==> config.mk <==
export PLATFORM = sky130hd
export DESIGN_NAME = psf_top
export DESIGN_NICKNAME = d
export VERILOG_FILES = /design/src/rtl/psf_pkg.sv /design/src/rtl/psf_seq_if.sv /design/src/rtl/psf_top.sv /design/src/rtl/psf_sequencer.sv /design/src/rtl/psf_axil.sv
export VERILOG_INCLUDE_DIRS = /design/src /design/src/rtl
export SDC_FILE = /design/constraint.sdc
export NUM_CORES = 1
export LEC_CHECK = 0
export BUFFER_PORTS_ARGS = -buffer_cell sky130_fd_sc_hd__buf_2
export CAP_MARGIN = 15
export CORE_MARGIN = 2
export CORE_UTILIZATION = 45
export DETAILED_ROUTE_END_ITERATION = 12
export SLEW_MARGIN = 20
export SYNTH_ARGS = -nofsm -noshare
export SYNTH_HDL_FRONTEND = slang
export SYNTH_SLANG_ARGS = --single-unit
==> constraint.sdc <==
create_clock -name clk -period 13.8 [get_ports clk]
set_clock_uncertainty 0.15 [all_clocks]
set_input_delay 2.76 -clock clk [delete_from_list [all_inputs] [get_ports clk]]
set_output_delay 2.76 -clock clk [all_outputs]
set_load 0.05 [all_outputs]
==> src/rtl/psf_map.svh <==
// Purpose: constants for the power sequencer fault reporter
// Assumes: 50 MHz clock, AXI4-Lite register access
// Notes: offsets are byte addresses
`ifndef PSF_MAP_SVH
`define PSF_MAP_SVH
`define PSF_ADDR_STATUS 8'h00
`define PSF_ADDR_MASK 8'h04
`define PSF_ADDR_CODES 8'h08
`define PSF_ADDR_CTRL 8'h0C
`define PSF_ADDR_LIVE 8'h10
`define PSF_TYPE_SEQ 2'h3
`define PSF_TYPE_RST 2'h2
`define PSF_TYPE_CMD 2'h1
`define PSF_TYPE_EXT 2'h0
`define PSF_CH4_CODE 2'h0
`define PSF_UP_TIME_US 1000
`define PSF_DOWN_TIME_US 1000
`define PSF_SHOW_TIME_US 100000
`define PSF_RESTART_TIME_US 10000
`define PSF_CLK_MHZ 50
`define PSF_RESP_OKAY 2'h0
`define PSF_RESP_SLVERR 2'h2
`define PSF_NUM_EVENTS 5
`endif

==> src/rtl/psf_pkg.sv <==
// Purpose: types for the power sequencer fault reporter
// Assumes: nothing
// Notes: shared by the top, interface and sequencer files
package psf_pkg;
    typedef enum logic [2:0] {ST_OFF, ST_UP, ST_MON, ST_DOWN} psf_state_type;
    typedef struct packed {
        logic [1:0] kind;
        logic [1:0] src;
    } psf_code_type;
endpackage

==> src/rtl/psf_seq_if.sv <==
// Purpose: links one sequencer to the top
// Assumes: single clock
// Notes: none
`timescale 1ns/1ns
`default_nettype none
interface psf_seq_if;
    import psf_pkg::*;
    logic [3:0] good;
    logic [3:0] over;
    logic turn_on;
    logic ext_fault;
    logic fault;
    logic enable;
    logic powered;
    psf_code_type code;
    logic code_valid;
    modport seq (input good, over, turn_on, ext_fault,
        output fault, enable, powered, code, code_valid);
    modport top (output good, over, turn_on, ext_fault,
        input fault, enable, powered, code, code_valid);
endinterface
`default_nettype wire

==> src/rtl/psf_top.sv <==
// Purpose: four cooperating sequencers with fault indicators and registers
// Assumes: supply monitor inputs synchronous to clk
// Notes: indicator bits active high, one means lit
`timescale 1ns/1ns
`default_nettype none
`include "psf_map.svh"
module psf_top
    import psf_pkg::*;
#(
    parameter int UP_CYCLES = `PSF_UP_TIME_US * `PSF_CLK_MHZ,
    parameter int DOWN_CYCLES = `PSF_DOWN_TIME_US * `PSF_CLK_MHZ,
    parameter int SHOW_CYCLES = `PSF_SHOW_TIME_US * `PSF_CLK_MHZ,
    parameter int RESTART_CYCLES = `PSF_RESTART_TIME_US * `PSF_CLK_MHZ
)(
    // Clock and reset
    input wire logic clk,
    input wire logic rst,
    // Supplies, four channels per sequencer
    input wire logic [15:0] supply_good,
    input wire logic [15:0] supply_over,
    output logic [15:0] supply_enable,
    // Commands and external faults
    input wire logic turn_on,
    input wire logic over_temp,
    input wire logic supervisor_fault,
    output logic shared_fault,
    // Indicators
    output logic [3:0] fault_type_bit_hi,
    output logic [3:0] fault_type_bit_lo,
    output logic [3:0] fault_source_bit_hi,
    output logic [3:0] fault_source_bit_lo,
    output logic over_temp_ind,
    output logic irq,
    // AXI4-Lite
    input wire logic [7:0] s_axi_awaddr,
    input wire logic s_axi_awvalid,
    output logic s_axi_awready,
    input wire logic [31:0] s_axi_wdata,
    input wire logic [3:0] s_axi_wstrb,
    input wire logic s_axi_wvalid,
    output logic s_axi_wready,
    output logic [1:0] s_axi_bresp,
    output logic s_axi_bvalid,
    input wire logic s_axi_bready,
    input wire logic [7:0] s_axi_araddr,
    input wire logic s_axi_arvalid,
    output logic s_axi_arready,
    output logic [31:0] s_axi_rdata,
    output logic [1:0] s_axi_rresp,
    output logic s_axi_rvalid,
    input wire logic s_axi_rready
);
    psf_seq_if sif [4] ();
    logic [3:0] seq_fault;
    logic [3:0] seq_powered;
    logic [3:0] seq_valid;
    logic [15:0] codes;
    logic [15:0] enables;
    logic any_fault;
    logic ext_in;
    logic all_on;
    logic fault_edge;
    logic any_fault_q_r;
    logic [31:0] show_r;
    logic [31:0] wait_r;
    logic restart_r;
    logic cmd_en_r;
    logic show_always_r;
    logic [4:0] status_r;
    logic [4:0] mask_r;
    logic [4:0] events;
    logic [4:0] clr_bits;
    logic [4:0] mask_nxt;
    logic sw_on;
    logic show;
    logic wr_pulse;
    logic [7:0] wr_addr;
    logic [31:0] wr_data;
    logic [3:0] wr_strb;
    logic [7:0] rd_addr;
    logic [31:0] rd_data;
    logic rd_hit;
    logic wr_hit;
    logic wr_low;
    logic [3:0] show_gate;

    assign ext_in = over_temp || supervisor_fault;
    assign any_fault = |seq_fault || (ext_in && |enables);
    assign sw_on = turn_on && cmd_en_r && !restart_r;
    assign fault_edge = any_fault && !any_fault_q_r;
    assign all_on = &seq_powered;

    genvar g;
    generate
        for (g = 0; g < 4; g++)
        begin : g_seq
            logic others;
            assign others = |(seq_fault & ~(4'h1 << g));
            assign sif[g].good = supply_good[4*g +: 4];
            assign sif[g].over = supply_over[4*g +: 4];
            assign sif[g].turn_on = sw_on;
            assign sif[g].ext_fault = others || ext_in;
            assign seq_fault[g] = sif[g].fault;
            assign seq_powered[g] = sif[g].powered;
            assign seq_valid[g] = sif[g].code_valid;
            assign codes[4*g +: 4] = sif[g].code;
            assign enables[4*g +: 4] = {4{sif[g].enable}};
            psf_sequencer #(
                .UP_CYCLES(UP_CYCLES),
                .DOWN_CYCLES(DOWN_CYCLES)
            ) u_seq (
                .clk(clk),
                .rst(rst),
                .sif(sif[g])
            );
        end
    endgenerate

    // Restart after a power fault, then show the held pattern
    always_ff @(posedge clk or posedge rst)
    begin
        if (rst)
        begin
            any_fault_q_r <= 1'b0;
            restart_r <= 1'b0;
            wait_r <= 32'h0;
            show_r <= 32'h0;
        end
        else
        begin
            any_fault_q_r <= any_fault;
            if (fault_edge)
            begin
                restart_r <= 1'b1;
                wait_r <= 32'h0;
            end
            else if (restart_r)
            begin
                wait_r <= wait_r + 32'h1;
                if (wait_r >= 32'(RESTART_CYCLES))
                begin
                    restart_r <= 1'b0;
                    show_r <= 32'(SHOW_CYCLES);
                end
            end
            else if (show_r != 32'h0)
                show_r <= show_r - 32'h1;
        end
    end

    assign show = (show_r != 32'h0) || show_always_r;
    assign show_gate = {4{show}} & seq_valid;

    // Indicator outputs, all registered
    always_ff @(posedge clk or posedge rst)
    begin
        if (rst)
        begin
            fault_type_bit_hi <= 4'h0;
            fault_type_bit_lo <= 4'h0;
            fault_source_bit_hi <= 4'h0;
            fault_source_bit_lo <= 4'h0;
            over_temp_ind <= 1'b0;
            supply_enable <= 16'h0;
            shared_fault <= 1'b0;
            irq <= 1'b0;
        end
        else
        begin
            for (int i = 0; i < 4; i++)
            begin
                fault_type_bit_hi[i] <= show_gate[i] & codes[4*i+3];
                fault_type_bit_lo[i] <= show_gate[i] & codes[4*i+2];
                fault_source_bit_hi[i] <= show_gate[i] & codes[4*i+1];
                fault_source_bit_lo[i] <= show_gate[i] & codes[4*i];
            end
            over_temp_ind <= over_temp;
            supply_enable <= enables;
            shared_fault <= any_fault;
            irq <= |(status_r & mask_r);
        end
    end

    // Events: fault, over-temp, all powered, restart done, show done
    assign events = {fault_edge, over_temp, all_on, restart_r && wait_r >= 32'(RESTART_CYCLES),
        show_r == 32'h1};
    assign wr_low = wr_pulse && wr_strb[0];
    assign clr_bits = (wr_low && wr_addr == `PSF_ADDR_STATUS) ? wr_data[4:0] : 5'h0;
    assign mask_nxt = (wr_low && wr_addr == `PSF_ADDR_MASK) ? wr_data[4:0] : mask_r;

    always_ff @(posedge clk or posedge rst)
    begin
        if (rst)
        begin
            status_r <= 5'h0;
            mask_r <= 5'h0;
            cmd_en_r <= 1'b1;
            show_always_r <= 1'b0;
        end
        else
        begin
            status_r <= (status_r & ~clr_bits) | events;
            mask_r <= mask_nxt;
            if (wr_low && wr_addr == `PSF_ADDR_CTRL)
            begin
                cmd_en_r <= wr_data[0];
                show_always_r <= wr_data[1];
            end
        end
    end

    assign wr_hit = wr_addr == `PSF_ADDR_STATUS || wr_addr == `PSF_ADDR_MASK
        || wr_addr == `PSF_ADDR_CTRL;
    assign rd_hit = rd_addr == `PSF_ADDR_CODES || rd_addr == `PSF_ADDR_LIVE
        || rd_addr == `PSF_ADDR_STATUS || rd_addr == `PSF_ADDR_MASK || rd_addr == `PSF_ADDR_CTRL;
    assign rd_data = (rd_addr == `PSF_ADDR_STATUS) ? {27'h0, status_r}
        : (rd_addr == `PSF_ADDR_MASK) ? {27'h0, mask_r}
        : (rd_addr == `PSF_ADDR_CODES) ? {12'h0, seq_valid, codes}
        : (rd_addr == `PSF_ADDR_CTRL) ? {30'h0, show_always_r, cmd_en_r}
        : (rd_addr == `PSF_ADDR_LIVE) ? {24'h0, restart_r, over_temp, any_fault, seq_powered, sw_on}
        : 32'h0;

    psf_axil u_axil (
        .clk(clk),
        .rst(rst),
        .s_axi_awaddr(s_axi_awaddr),
        .s_axi_awvalid(s_axi_awvalid),
        .s_axi_awready(s_axi_awready),
        .s_axi_wdata(s_axi_wdata),
        .s_axi_wstrb(s_axi_wstrb),
        .s_axi_wvalid(s_axi_wvalid),
        .s_axi_wready(s_axi_wready),
        .s_axi_bresp(s_axi_bresp),
        .s_axi_bvalid(s_axi_bvalid),
        .s_axi_bready(s_axi_bready),
        .s_axi_araddr(s_axi_araddr),
        .s_axi_arvalid(s_axi_arvalid),
        .s_axi_arready(s_axi_arready),
        .s_axi_rdata(s_axi_rdata),
        .s_axi_rresp(s_axi_rresp),
        .s_axi_rvalid(s_axi_rvalid),
        .s_axi_rready(s_axi_rready),
        .wr_pulse(wr_pulse),
        .wr_addr(wr_addr),
        .wr_data(wr_data),
        .wr_strb(wr_strb),
        .rd_addr(rd_addr),
        .rd_data(rd_data),
        .rd_hit(rd_hit),
        .wr_hit(wr_hit)
    );
endmodule // psf_top
`default_nettype wire

==> src/rtl/psf_sequencer.sv <==
// Purpose: one four-channel supply sequencer with fault capture
// Assumes: inputs synchronous to clk
// Notes: channel index 0 is channel 1
`timescale 1ns/1ns
`default_nettype none
`include "psf_map.svh"
module psf_sequencer
    import psf_pkg::*;
#(
    parameter int UP_CYCLES = `PSF_UP_TIME_US * `PSF_CLK_MHZ,
    parameter int DOWN_CYCLES = `PSF_DOWN_TIME_US * `PSF_CLK_MHZ
)(
    // Clock and reset
    input wire logic clk,
    input wire logic rst,
    // Link
    psf_seq_if.seq sif
);
    psf_state_type state_r;
    psf_state_type state_nxt;
    logic [31:0] timer_r;
    psf_code_type code_r;
    logic valid_r;
    logic new_fault;
    psf_code_type new_code;
    logic [1:0] first_bad;
    logic [1:0] first_over;
    logic [1:0] first_low;
    logic all_good;
    logic up_late;
    logic any_over;
    logic any_low;
    logic cmd_drop;
    logic cmd_early;
    logic own_fault;

    assign all_good = &sif.good;
    assign any_over = |sif.over;
    assign any_low = ~all_good;
    assign up_late = (state_r == ST_UP) && !all_good && (timer_r >= 32'(UP_CYCLES));
    assign cmd_drop = (state_r == ST_UP) && !sif.turn_on;
    assign cmd_early = (state_r == ST_DOWN) && sif.turn_on;
    // Lowest failing channel; index 0 shows as code 11
    assign first_bad = !sif.good[0] ? 2'h3 : !sif.good[1] ? 2'h2 : !sif.good[2] ? 2'h1 : 2'h0;
    assign first_over = sif.over[0] ? 2'h3 : sif.over[1] ? 2'h2 : sif.over[2] ? 2'h1 : 2'h0;
    assign first_low = first_bad;
    // Faults raised here, not heard from the shared line
    assign own_fault = (state_r != ST_OFF && any_over) || up_late || cmd_drop || cmd_early
        || (state_r == ST_MON && any_low);

    always_comb
    begin
        new_fault = 1'b1;
        new_code = '{kind: `PSF_TYPE_EXT, src: `PSF_CH4_CODE};
        if (state_r != ST_OFF && any_over)
            new_code = '{kind: `PSF_TYPE_EXT, src: first_over};
        else if (up_late)
            new_code = '{kind: `PSF_TYPE_SEQ, src: first_bad};
        else if (state_r == ST_MON && any_low)
            new_code = '{kind: `PSF_TYPE_RST, src: first_low};
        else if (cmd_drop || cmd_early)
            new_code = '{kind: `PSF_TYPE_CMD, src: `PSF_CH4_CODE};
        else if (state_r != ST_OFF && sif.ext_fault)
            new_code = '{kind: `PSF_TYPE_EXT, src: `PSF_CH4_CODE};
        else
            new_fault = 1'b0;
    end

    always_comb
    begin
        state_nxt = state_r;
        case (state_r)
            ST_OFF: if (sif.turn_on) state_nxt = ST_UP;
            ST_UP: if (new_fault) state_nxt = ST_DOWN;
                else if (all_good) state_nxt = ST_MON;
            ST_MON: if (new_fault || !sif.turn_on) state_nxt = ST_DOWN;
            ST_DOWN: if (timer_r >= 32'(DOWN_CYCLES)) state_nxt = ST_OFF;
            default: state_nxt = ST_OFF;
        endcase
    end

    always_ff @(posedge clk or posedge rst)
    begin
        if (rst)
        begin
            state_r <= ST_OFF;
            timer_r <= 32'h0;
            code_r <= '{kind: 2'h0, src: 2'h0};
            valid_r <= 1'b0;
        end
        else
        begin
            state_r <= state_nxt;
            timer_r <= (state_nxt != state_r) ? 32'h0 : timer_r + 32'h1;
            if (state_r == ST_OFF && sif.turn_on)
                valid_r <= 1'b0;
            else if (new_fault && !valid_r)
            begin
                valid_r <= 1'b1;
                code_r <= new_code;
            end
        end
    end

    assign sif.fault = own_fault;
    assign sif.enable = (state_r == ST_UP) || (state_r == ST_MON);
    assign sif.powered = (state_r == ST_MON);
    assign sif.code = code_r;
    assign sif.code_valid = valid_r;
endmodule // psf_sequencer
`default_nettype wire

==> src/rtl/psf_axil.sv <==
// Purpose: AXI4-Lite slave for the fault reporter registers
// Assumes: one write and one read at a time
// Notes: unmapped addresses answer SLVERR, read zero
`timescale 1ns/1ns
`default_nettype none
`include "psf_map.svh"
module psf_axil (
    // Clock and reset
    input wire logic clk,
    input wire logic rst,
    // AXI4-Lite
    input wire logic [7:0] s_axi_awaddr,
    input wire logic s_axi_awvalid,
    output logic s_axi_awready,
    input wire logic [31:0] s_axi_wdata,
    input wire logic [3:0] s_axi_wstrb,
    input wire logic s_axi_wvalid,
    output logic s_axi_wready,
    output logic [1:0] s_axi_bresp,
    output logic s_axi_bvalid,
    input wire logic s_axi_bready,
    input wire logic [7:0] s_axi_araddr,
    input wire logic s_axi_arvalid,
    output logic s_axi_arready,
    output logic [31:0] s_axi_rdata,
    output logic [1:0] s_axi_rresp,
    output logic s_axi_rvalid,
    input wire logic s_axi_rready,
    // Register side
    output logic wr_pulse,
    output logic [7:0] wr_addr,
    output logic [31:0] wr_data,
    output logic [3:0] wr_strb,
    output logic [7:0] rd_addr,
    input wire logic [31:0] rd_data,
    input wire logic rd_hit,
    input wire logic wr_hit
);
    logic aw_have_r;
    logic w_have_r;
    logic [7:0] awaddr_r;
    logic [31:0] wdata_r;
    logic [3:0] wstrb_r;
    logic do_write;
    logic do_read;

    assign do_write = aw_have_r && w_have_r && !s_axi_bvalid;
    assign do_read = s_axi_arvalid && s_axi_arready;
    assign wr_pulse = do_write;
    assign wr_addr = awaddr_r;
    assign wr_data = wdata_r;
    assign wr_strb = wstrb_r;
    assign rd_addr = s_axi_araddr;

    always_ff @(posedge clk or posedge rst)
    begin
        if (rst)
        begin
            aw_have_r <= 1'b0;
            w_have_r <= 1'b0;
            awaddr_r <= 8'h00;
            wdata_r <= 32'h0;
            wstrb_r <= 4'h0;
            s_axi_awready <= 1'b0;
            s_axi_wready <= 1'b0;
            s_axi_bvalid <= 1'b0;
            s_axi_bresp <= `PSF_RESP_OKAY;
            s_axi_arready <= 1'b0;
            s_axi_rvalid <= 1'b0;
            s_axi_rdata <= 32'h0;
            s_axi_rresp <= `PSF_RESP_OKAY;
        end
        else
        begin
            s_axi_awready <= !aw_have_r && !s_axi_awready && s_axi_awvalid;
            s_axi_wready <= !w_have_r && !s_axi_wready && s_axi_wvalid;
            if (s_axi_awvalid && s_axi_awready)
            begin
                aw_have_r <= 1'b1;
                awaddr_r <= s_axi_awaddr;
            end
            if (s_axi_wvalid && s_axi_wready)
            begin
                w_have_r <= 1'b1;
                wdata_r <= s_axi_wdata;
                wstrb_r <= s_axi_wstrb;
            end
            if (do_write)
            begin
                aw_have_r <= 1'b0;
                w_have_r <= 1'b0;
                s_axi_bvalid <= 1'b1;
                s_axi_bresp <= wr_hit ? `PSF_RESP_OKAY : `PSF_RESP_SLVERR;
            end
            else if (s_axi_bready)
                s_axi_bvalid <= 1'b0;
            s_axi_arready <= !s_axi_arready && !s_axi_rvalid && s_axi_arvalid;
            if (do_read)
            begin
                s_axi_rvalid <= 1'b1;
                s_axi_rdata <= rd_hit ? rd_data : 32'h0;
                s_axi_rresp <= rd_hit ? `PSF_RESP_OKAY : `PSF_RESP_SLVERR;
            end
            else if (s_axi_rready)
                s_axi_rvalid <= 1'b0;
        end
    end
endmodule // psf_axil
`default_nettype wire

# Word-level counts from Yosys, hierarchy flattened
# Index checks and enable logic that the tools add are counted.
# W data, S select, Z words.
# totals
ff_bits	326
latchBits	0
ramBits	0
rom_bits	0
inputBits	94
out_inout_bits	76
word_cells	391
memories	0
# op_classes
add_sub_neg	6
mul	0
div	0
magnitude_cmp	5
n_eq_ne	24
shifts	0
n_mux	121
bitwise_logic	30
reduce_logical	157
# op_table
cell	n
$mux W32	9
$add A32 B1 Y32 const B	5
$ge A32 B16 Y1 const B	4
$mux W20	4
$mux W3	24
$logic_and A1 B1 Y1	56
$mux W4	12
$pmux W3 S4	4
$mux W1	47
$logic_or A1 B1 Y1	41
$mux W2	18
$eq A32 B1 Y1 const B	1
$ge A32 B19 Y1 const B	1
$reduce_bool A32 Y1	1
$sub A32 B1 Y32 const B	1
$eq A3 B2 Y1 const B	8
$eq A8 B4 Y1 const B	3
$reduce_or A4 Y1	6
$reduce_and A4 Y1	5
$reduce_bool A2 Y1	10
$logic_not A1 Y1	18
$and A1 B1 Y1	16
$eq A8 B3 Y1 const B	2
$logic_not A8 Y1	2
other kinds (17)	45

# Depth between registers and ports, before layout
# logic_depth
word_depth	21
ltp_mapped	12
ltp_nobuf	9

# Hierarchy
# A second synthesis with hierarchy kept.
# hier_totals
cells_unflattened	1807
hier_area_um2	17710.7
# by_module_without_submodules
mod	instances	cells_each	area_each_um2	seq_area_each_um2
psf_sequencer at g_seq[0].u_seq ...	3	248	2224.6	1001.0
psf_top	1	532	5128.7	2503.7
psf_axil	1	276	3553.4	2127.0
psf_sequencer at g_seq[2].u_seq	1	255	2354.8	1001.0

# Worst setup path after synthesis
# No wires, ideal clock.
# synth_timing
path_type	in2reg
from	in supply_over[13]
to	reg g_seq[1].u_seq.timer_r[23]
setup_time_ns	0.119
t_arrival_ns	5.024
required_time_ns	13.531
slack_ns	8.507
cell_stages	10
path_buffers	2
path_cell_list	nor4_1 > nor2_1 > nor4_1 > o211ai_1 > or4_1 > buf_2 > o311a_4 > o211ai_4 > buf_6 > nor2_2
# synth_via
elab_chain_cells	19
word_cells_on_any_way	20
cone_classes	eq/ne (1); mux (9); reduce/logical (10)
# synth_lines
item	line	source
start: declaration	psf_top.sv:20	input wire logic [15:0] supply_over,
$reduce_or A4 Y1 (*)	psf_sequencer.sv:38	assign any_over = |sif.over;
$logic_and A1 B1 Y1 (*)	psf_sequencer.sv:48	assign own_fault = (state_r != ST_OFF && any_over) || up_late || cmd_drop || cmd_early
$logic_or A1 B1 Y1 (*) (3 in series)	psf_sequencer.sv:48	
$logic_or A1 B1 Y1 (*)	psf_sequencer.sv:49	|| (state_r == ST_MON && any_low);
$reduce_or A3 Y1 (*)	psf_top.sv:98	assign others = |(seq_fault & ~(4'h1 << g));
$logic_or A1 B1 Y1 (*)	psf_top.sv:102	assign sif[g].ext_fault = others || ext_in;
$logic_and A1 B1 Y1 (*)	psf_sequencer.sv:63	else if (state_r != ST_OFF && sif.ext_fault)
$mux W1 (*)	psf_sequencer.sv:63	
$mux W1 (*)	psf_sequencer.sv:61	else if (cmd_drop || cmd_early)
$mux W1 (*)	psf_sequencer.sv:59	else if (state_r == ST_MON && any_low)
$mux W1 (*)	psf_sequencer.sv:57	else if (up_late)
$mux W1 (*)	psf_sequencer.sv:55	if (state_r != ST_OFF && any_over)
$logic_or A1 B1 Y1	psf_sequencer.sv:76	ST_MON: if (new_fault || !sif.turn_on) state_nxt = ST_DOWN;
$mux W3	psf_sequencer.sv:76	
$pmux W3 S4 (*)	psf_sequencer.sv:72	case (state_r)
$ne A3 B3 Y1 (*)	psf_sequencer.sv:94	timer_r <= (state_nxt != state_r) ? 32'h0 : timer_r + 32'h1;
$mux W32 (*)	psf_sequencer.sv:94	
end signal: assignment	psf_sequencer.sv:94	
end: declaration	psf_sequencer.sv:21	logic [31:0] timer_r;
# Every way passes the cells marked *; elsewhere a longest branch is shown, timed or not.
# A chain may end at the register's enable or synchronous reset.

# Final worst setup path
# layout_timing
from	in supply_over[13]
to	reg show_r[12]
# layout_via
elab_chain_cells	11
# layout_lines
item	line	source
$reduce_or A4 Y1	psf_sequencer.sv:38	
$logic_and A1 B1 Y1	psf_sequencer.sv:48	
$logic_or A1 B1 Y1 (3 in series)	psf_sequencer.sv:48	
$logic_or A1 B1 Y1	psf_sequencer.sv:49	
$reduce_or A4 Y1	psf_top.sv:88	assign any_fault = |seq_fault || (ext_in && |enables);
$logic_or A1 B1 Y1	psf_top.sv:88	
$logic_and A1 B1 Y1	psf_top.sv:90	assign fault_edge = any_fault && !any_fault_q_r;
$not A1 Y1 (no source line)	n/a	
$reduce_and A3 Y1 (no source line)	n/a	
end signal: assignment	psf_top.sv:143	show_r <= 32'(SHOW_CYCLES);
end signal: assignment	psf_top.sv:147	show_r <= show_r - 32'h1;
end: declaration	psf_top.sv:64	logic [31:0] show_r;
# Every way passes these cells.

==> summary.txt <==
Clock tree
  – Longest Clk Path Bufs: 3
  – H-Tree Depth: 2
  – Root Driver: clkbuf_16
  – Clk_lat worst skew: approximately 520 ps
  – CTS sink count: 303
  – TritonCTS clock tree: built
  – # resized after CTS: 0
  – Num CTS Buffers: 36
  – # hold bufs at CTS: 0
  – Setup repair bufs after CTS: 0
  – Clock transition at path regs: 60 ps

Power and ir drop
  – Seq pwr share: ~44%
  – Combinational share of power: between 10% and 20%
  – Power Dens Cells: ~130 mW/mm^2
  – Power Total: about 2300 uW
  – Peak supply drop: slightly below 0.09 mV
  – Sw Share: 26.8%
  – Int Pwr: between 1500 and 2000 uW
  – Static Leak: between 0.007 and 0.008 uW
  – Sw power: about 610 uW
  – Clock share of power: between 40% and 50%

Min path
  – Hold Crit Class: flop to flop
  – Origin of the worst min-delay path: u_axil.s_axi_rvalid$_DFFE_PP0P_

Synth
  – EDFF count, synth: 0
  – Cell Area, Synth: around 0.015 mm^2
  – Mapped Cells: roughly 1600
  – FF+latch count, synth: ~300
  – Yosys warns: 0
  – Post-synth cell types: 74
  – Area leader, netlist: dfrtp_1
  – Sequential-to-total area share from yosys stat: 49.9%
  – Synth Area per Inst: a little under 10 um^2
  – Async SR Flop Fraction: 100%
  – Top cell type's share of synthesized area: between 40 and 50%
  – Main synth FF type: dfrtp_1
  – Area contributors post-synth: dfrtp_1 (50%), nor2_1 (6.0%), xor2_1 (5.0%)

Setup path
  – Critical-path top delay cell: or4b_2
  – Cell seen most often among critical-path stages: nor4_1
  – Max incr delay on CP: 700 ps
  – Worst r2r src: restart_r$_DFF_PP0_
  – Crit-path cells: buf_2 > nor4_1 > nor2_1 > nor4_1 > o211ai_1 > nor3_1 > a31oi_4 > buf_4 > or4b_2 > a21oi_1
  – Worst setup SP type: primary input
  – Critical Path End Type: flop
  – Data arrival time of the critical path: 6250 ps
  – Required time worst endpoint: 14070 ps
  – Crit-path max FO: between 90 and 100
  – CP Class: primary input to flop
  – CP startpoint: supply_over[13]

Placed design
  – Post-DP HPWL: approximately 22000 um
  – Dpl ws: approximately 7400 ps
  – IO Port Bufs: between 100 and 150
  – Gpl congestion: just over 0.8

Detailed routing
  – Initial DRT Pass Iterations: 5
  – Routed WL: about 33000 um
  – DR vias/cell: ~5.4
  – Routed Antenna Nets: 0
  – # DRC: 0
  – Vias: about 12000
  – Iter 0 DRT Violations: 653
  – WL per Instance: 15.5 um

STA
  – Final Cycle Share: 43.3%
  – Slew @ Worst Pin: around 1100 ps
  – Pins Over Slew Limit: 0
  – Tmin final: between 5000 and 6000 ps
  – Total negative slack: 0 ps
  – Fmax: about 0.17 GHz
  – Final setup violation count: 0
  – Worst Setup Slack, final: 7820 ps
  – Final hold slack: 302 ps
  – RSZ-0062 raised after global routing: no
  – Hold Vio Cnt, Final: 0
  – Max_slew headroom: between 20% and 30%

Final layout
  – Inserted Diodes: 0
  – Fraction of layout cells with a size suffix above 1: between 10% and 20%
  – Layout area overhead: 14.5%
  – Nets: approximately 1800
  – Fin util: between 50% and 60%

GRT
  – Initial antenna violation count: 0
  – Pin count of the biggest net entering global routing: approximately 190
  – First-pass GRT wire length: about 57000 um
  – Vias in the first global route: ~11000
  – Total grt overflow: 0
  – GRT Total Usage: between 10% and 20%

Flow run
  – Max_cap viols: 0

Floorplan
  – Die Area: 0.0353 mm^2
  – Core area: around 0.033 mm^2
  – Chip width: between 150 and 200 um
  – Row Count: 67
  – I/O pin total: 170
  – Die height: between 150 and 200 um
  – Initial core utilization: between 40% and 50%

Outcome
  – Status: complete, no violations
-- synthesized netlist by cell type, types with 6 or more instances --
cell type    n
or3_1       30
a31oi_1      6
inv_1       51
o31ai_1      7
nand4_1     46
nor4_1      36
a21oi_1     53
nor3_1      58
and2_1       9
and4_1      13
o22ai_1      7
clkbuf_1    31
buf_4       26
ha_1        12
buf_2       14
nand2_1    110
nor3b_1      7
o21ai_0     52
nor2_2      10
nand3_1     69
nor2_1     242
or4_1       14
nand2b_1    17
mux2i_1      9
dfrtp_1    302
nand3b_1     9
a22o_1      20
nor2b_1      6
xnor2_1     62
and3_1      35
xor2_1      87
mux2_2      37
-- layer usage --
metal,vias to the layer above,global-route usage [%],share of wire [%],wire length (um)
met1,5653,27.3,49,16300
met4,0,5.57,2.1,695
li1,5715,-,-,-
met5,-,0,0,0
met2,224,30.4,45,15000
met3,45,3.07,4.4,1470
-- worst max-delay path: cells and delay by family --
kind | cells | cell delay, ps
AND/OR/NAND/NOR | 5 | 2450
buffers and inverters | 2 | 520
AO/OA/AOI/OAI | 3 | 500
-- cell families after synthesis --
kind of cell,share of synthesized area (%)
AND/OR/NAND/NOR,24.4
buffers and inverters,4.16
adder cells (fa/ha/maj),0.987
AO/OA/AOI/OAI,8.70
XOR/XNOR,8.58
multiplexers,3.33
other,0.0247
flip-flops,49.9
-- flip-flops by register name, summed over array words and instances (netlist names), 4 cells and up --
name / flops
g_seq.u_seq.timer_r: 128
show_r: 32
wait_r: 32
u_axil.s_axi_rdata: 20
g_seq.u_seq.sif.code: 16
g_seq.u_seq.state_r: 12
u_axil.wr_addr: 8
mask_r: 5
status_r: 5
u_axil.wr_data: 5
fault_source_bit_hi: 4
fault_source_bit_lo: 4
fault_type_bit_hi: 4
fault_type_bit_lo: 4
g_seq.u_seq.sif.code_valid: 4
supply_enable: 4
-- power by group through the flow --
stage | Sequential, uW | Clock (uW) | Combinational, uW
2_1_floorplan | 1020 | 0 | 192
3_3_place_gp | 1010 | 0 | 267
3_5_place_dp | 1010 | 0 | 271
4_1_cts | 999 | 1030 | 272
5_1_grt | 1010 | 1060 | 301
6_report | 999 | 997 | 268
-- final timing paths --
kind                                                       end  slack (ps)  cells after the start
setup / recovery                        show_r[12]$_DFFE_PP0P_        7820                     10
hold / removal                  u_axil.s_axi_arready$_DFF_PP0_         300                      1
min in group asynchronous  g_seq[3].u_seq.timer_r[5]$_DFF_PP0_        2230                      2
max in group asynchronous  g_seq[1].u_seq.timer_r[5]$_DFF_PP0_        9740                      4
hold reg to reg                 u_axil.s_axi_arready$_DFF_PP0_         300                      1
setup reg to reg                        show_r[12]$_DFFE_PP0P_        9760                      9
-- final cells by class --
class / count / area [um^2]
sequential: 303 / 7580
fill: 3059 / 16000
clock buffer: 49 / 1010
clock inverter: 15 / 239
inverter: 51 / 199
multi-input combinational: 1159 / 7100
tap: 448 / 561
timing repair buffer: 134 / 726
-- per-stage QoR --
step,cells,area [um^2]
3_5_place_dp,2093,16100
6_report,2159,17400
4_1_cts,2157,17400
5_1_grt,2159,17400
3_3_place_gp,2093,16100
2_1_floorplan,1592,15300
-- placed cells by master, fill, tap and decap left out, drive strengths merged, types with 39 or more instances in the layout --
master / count
buf: 133
xnor2: 62
nor3: 61
nand3: 70
nand2: 110
xor2: 87
inv: 53
dfrtp: 302
nand4: 46
clkbuf: 50
a21oi: 55
o21ai: 54
nor4: 39
nor2: 252
(Power assumes the default switching activity.)
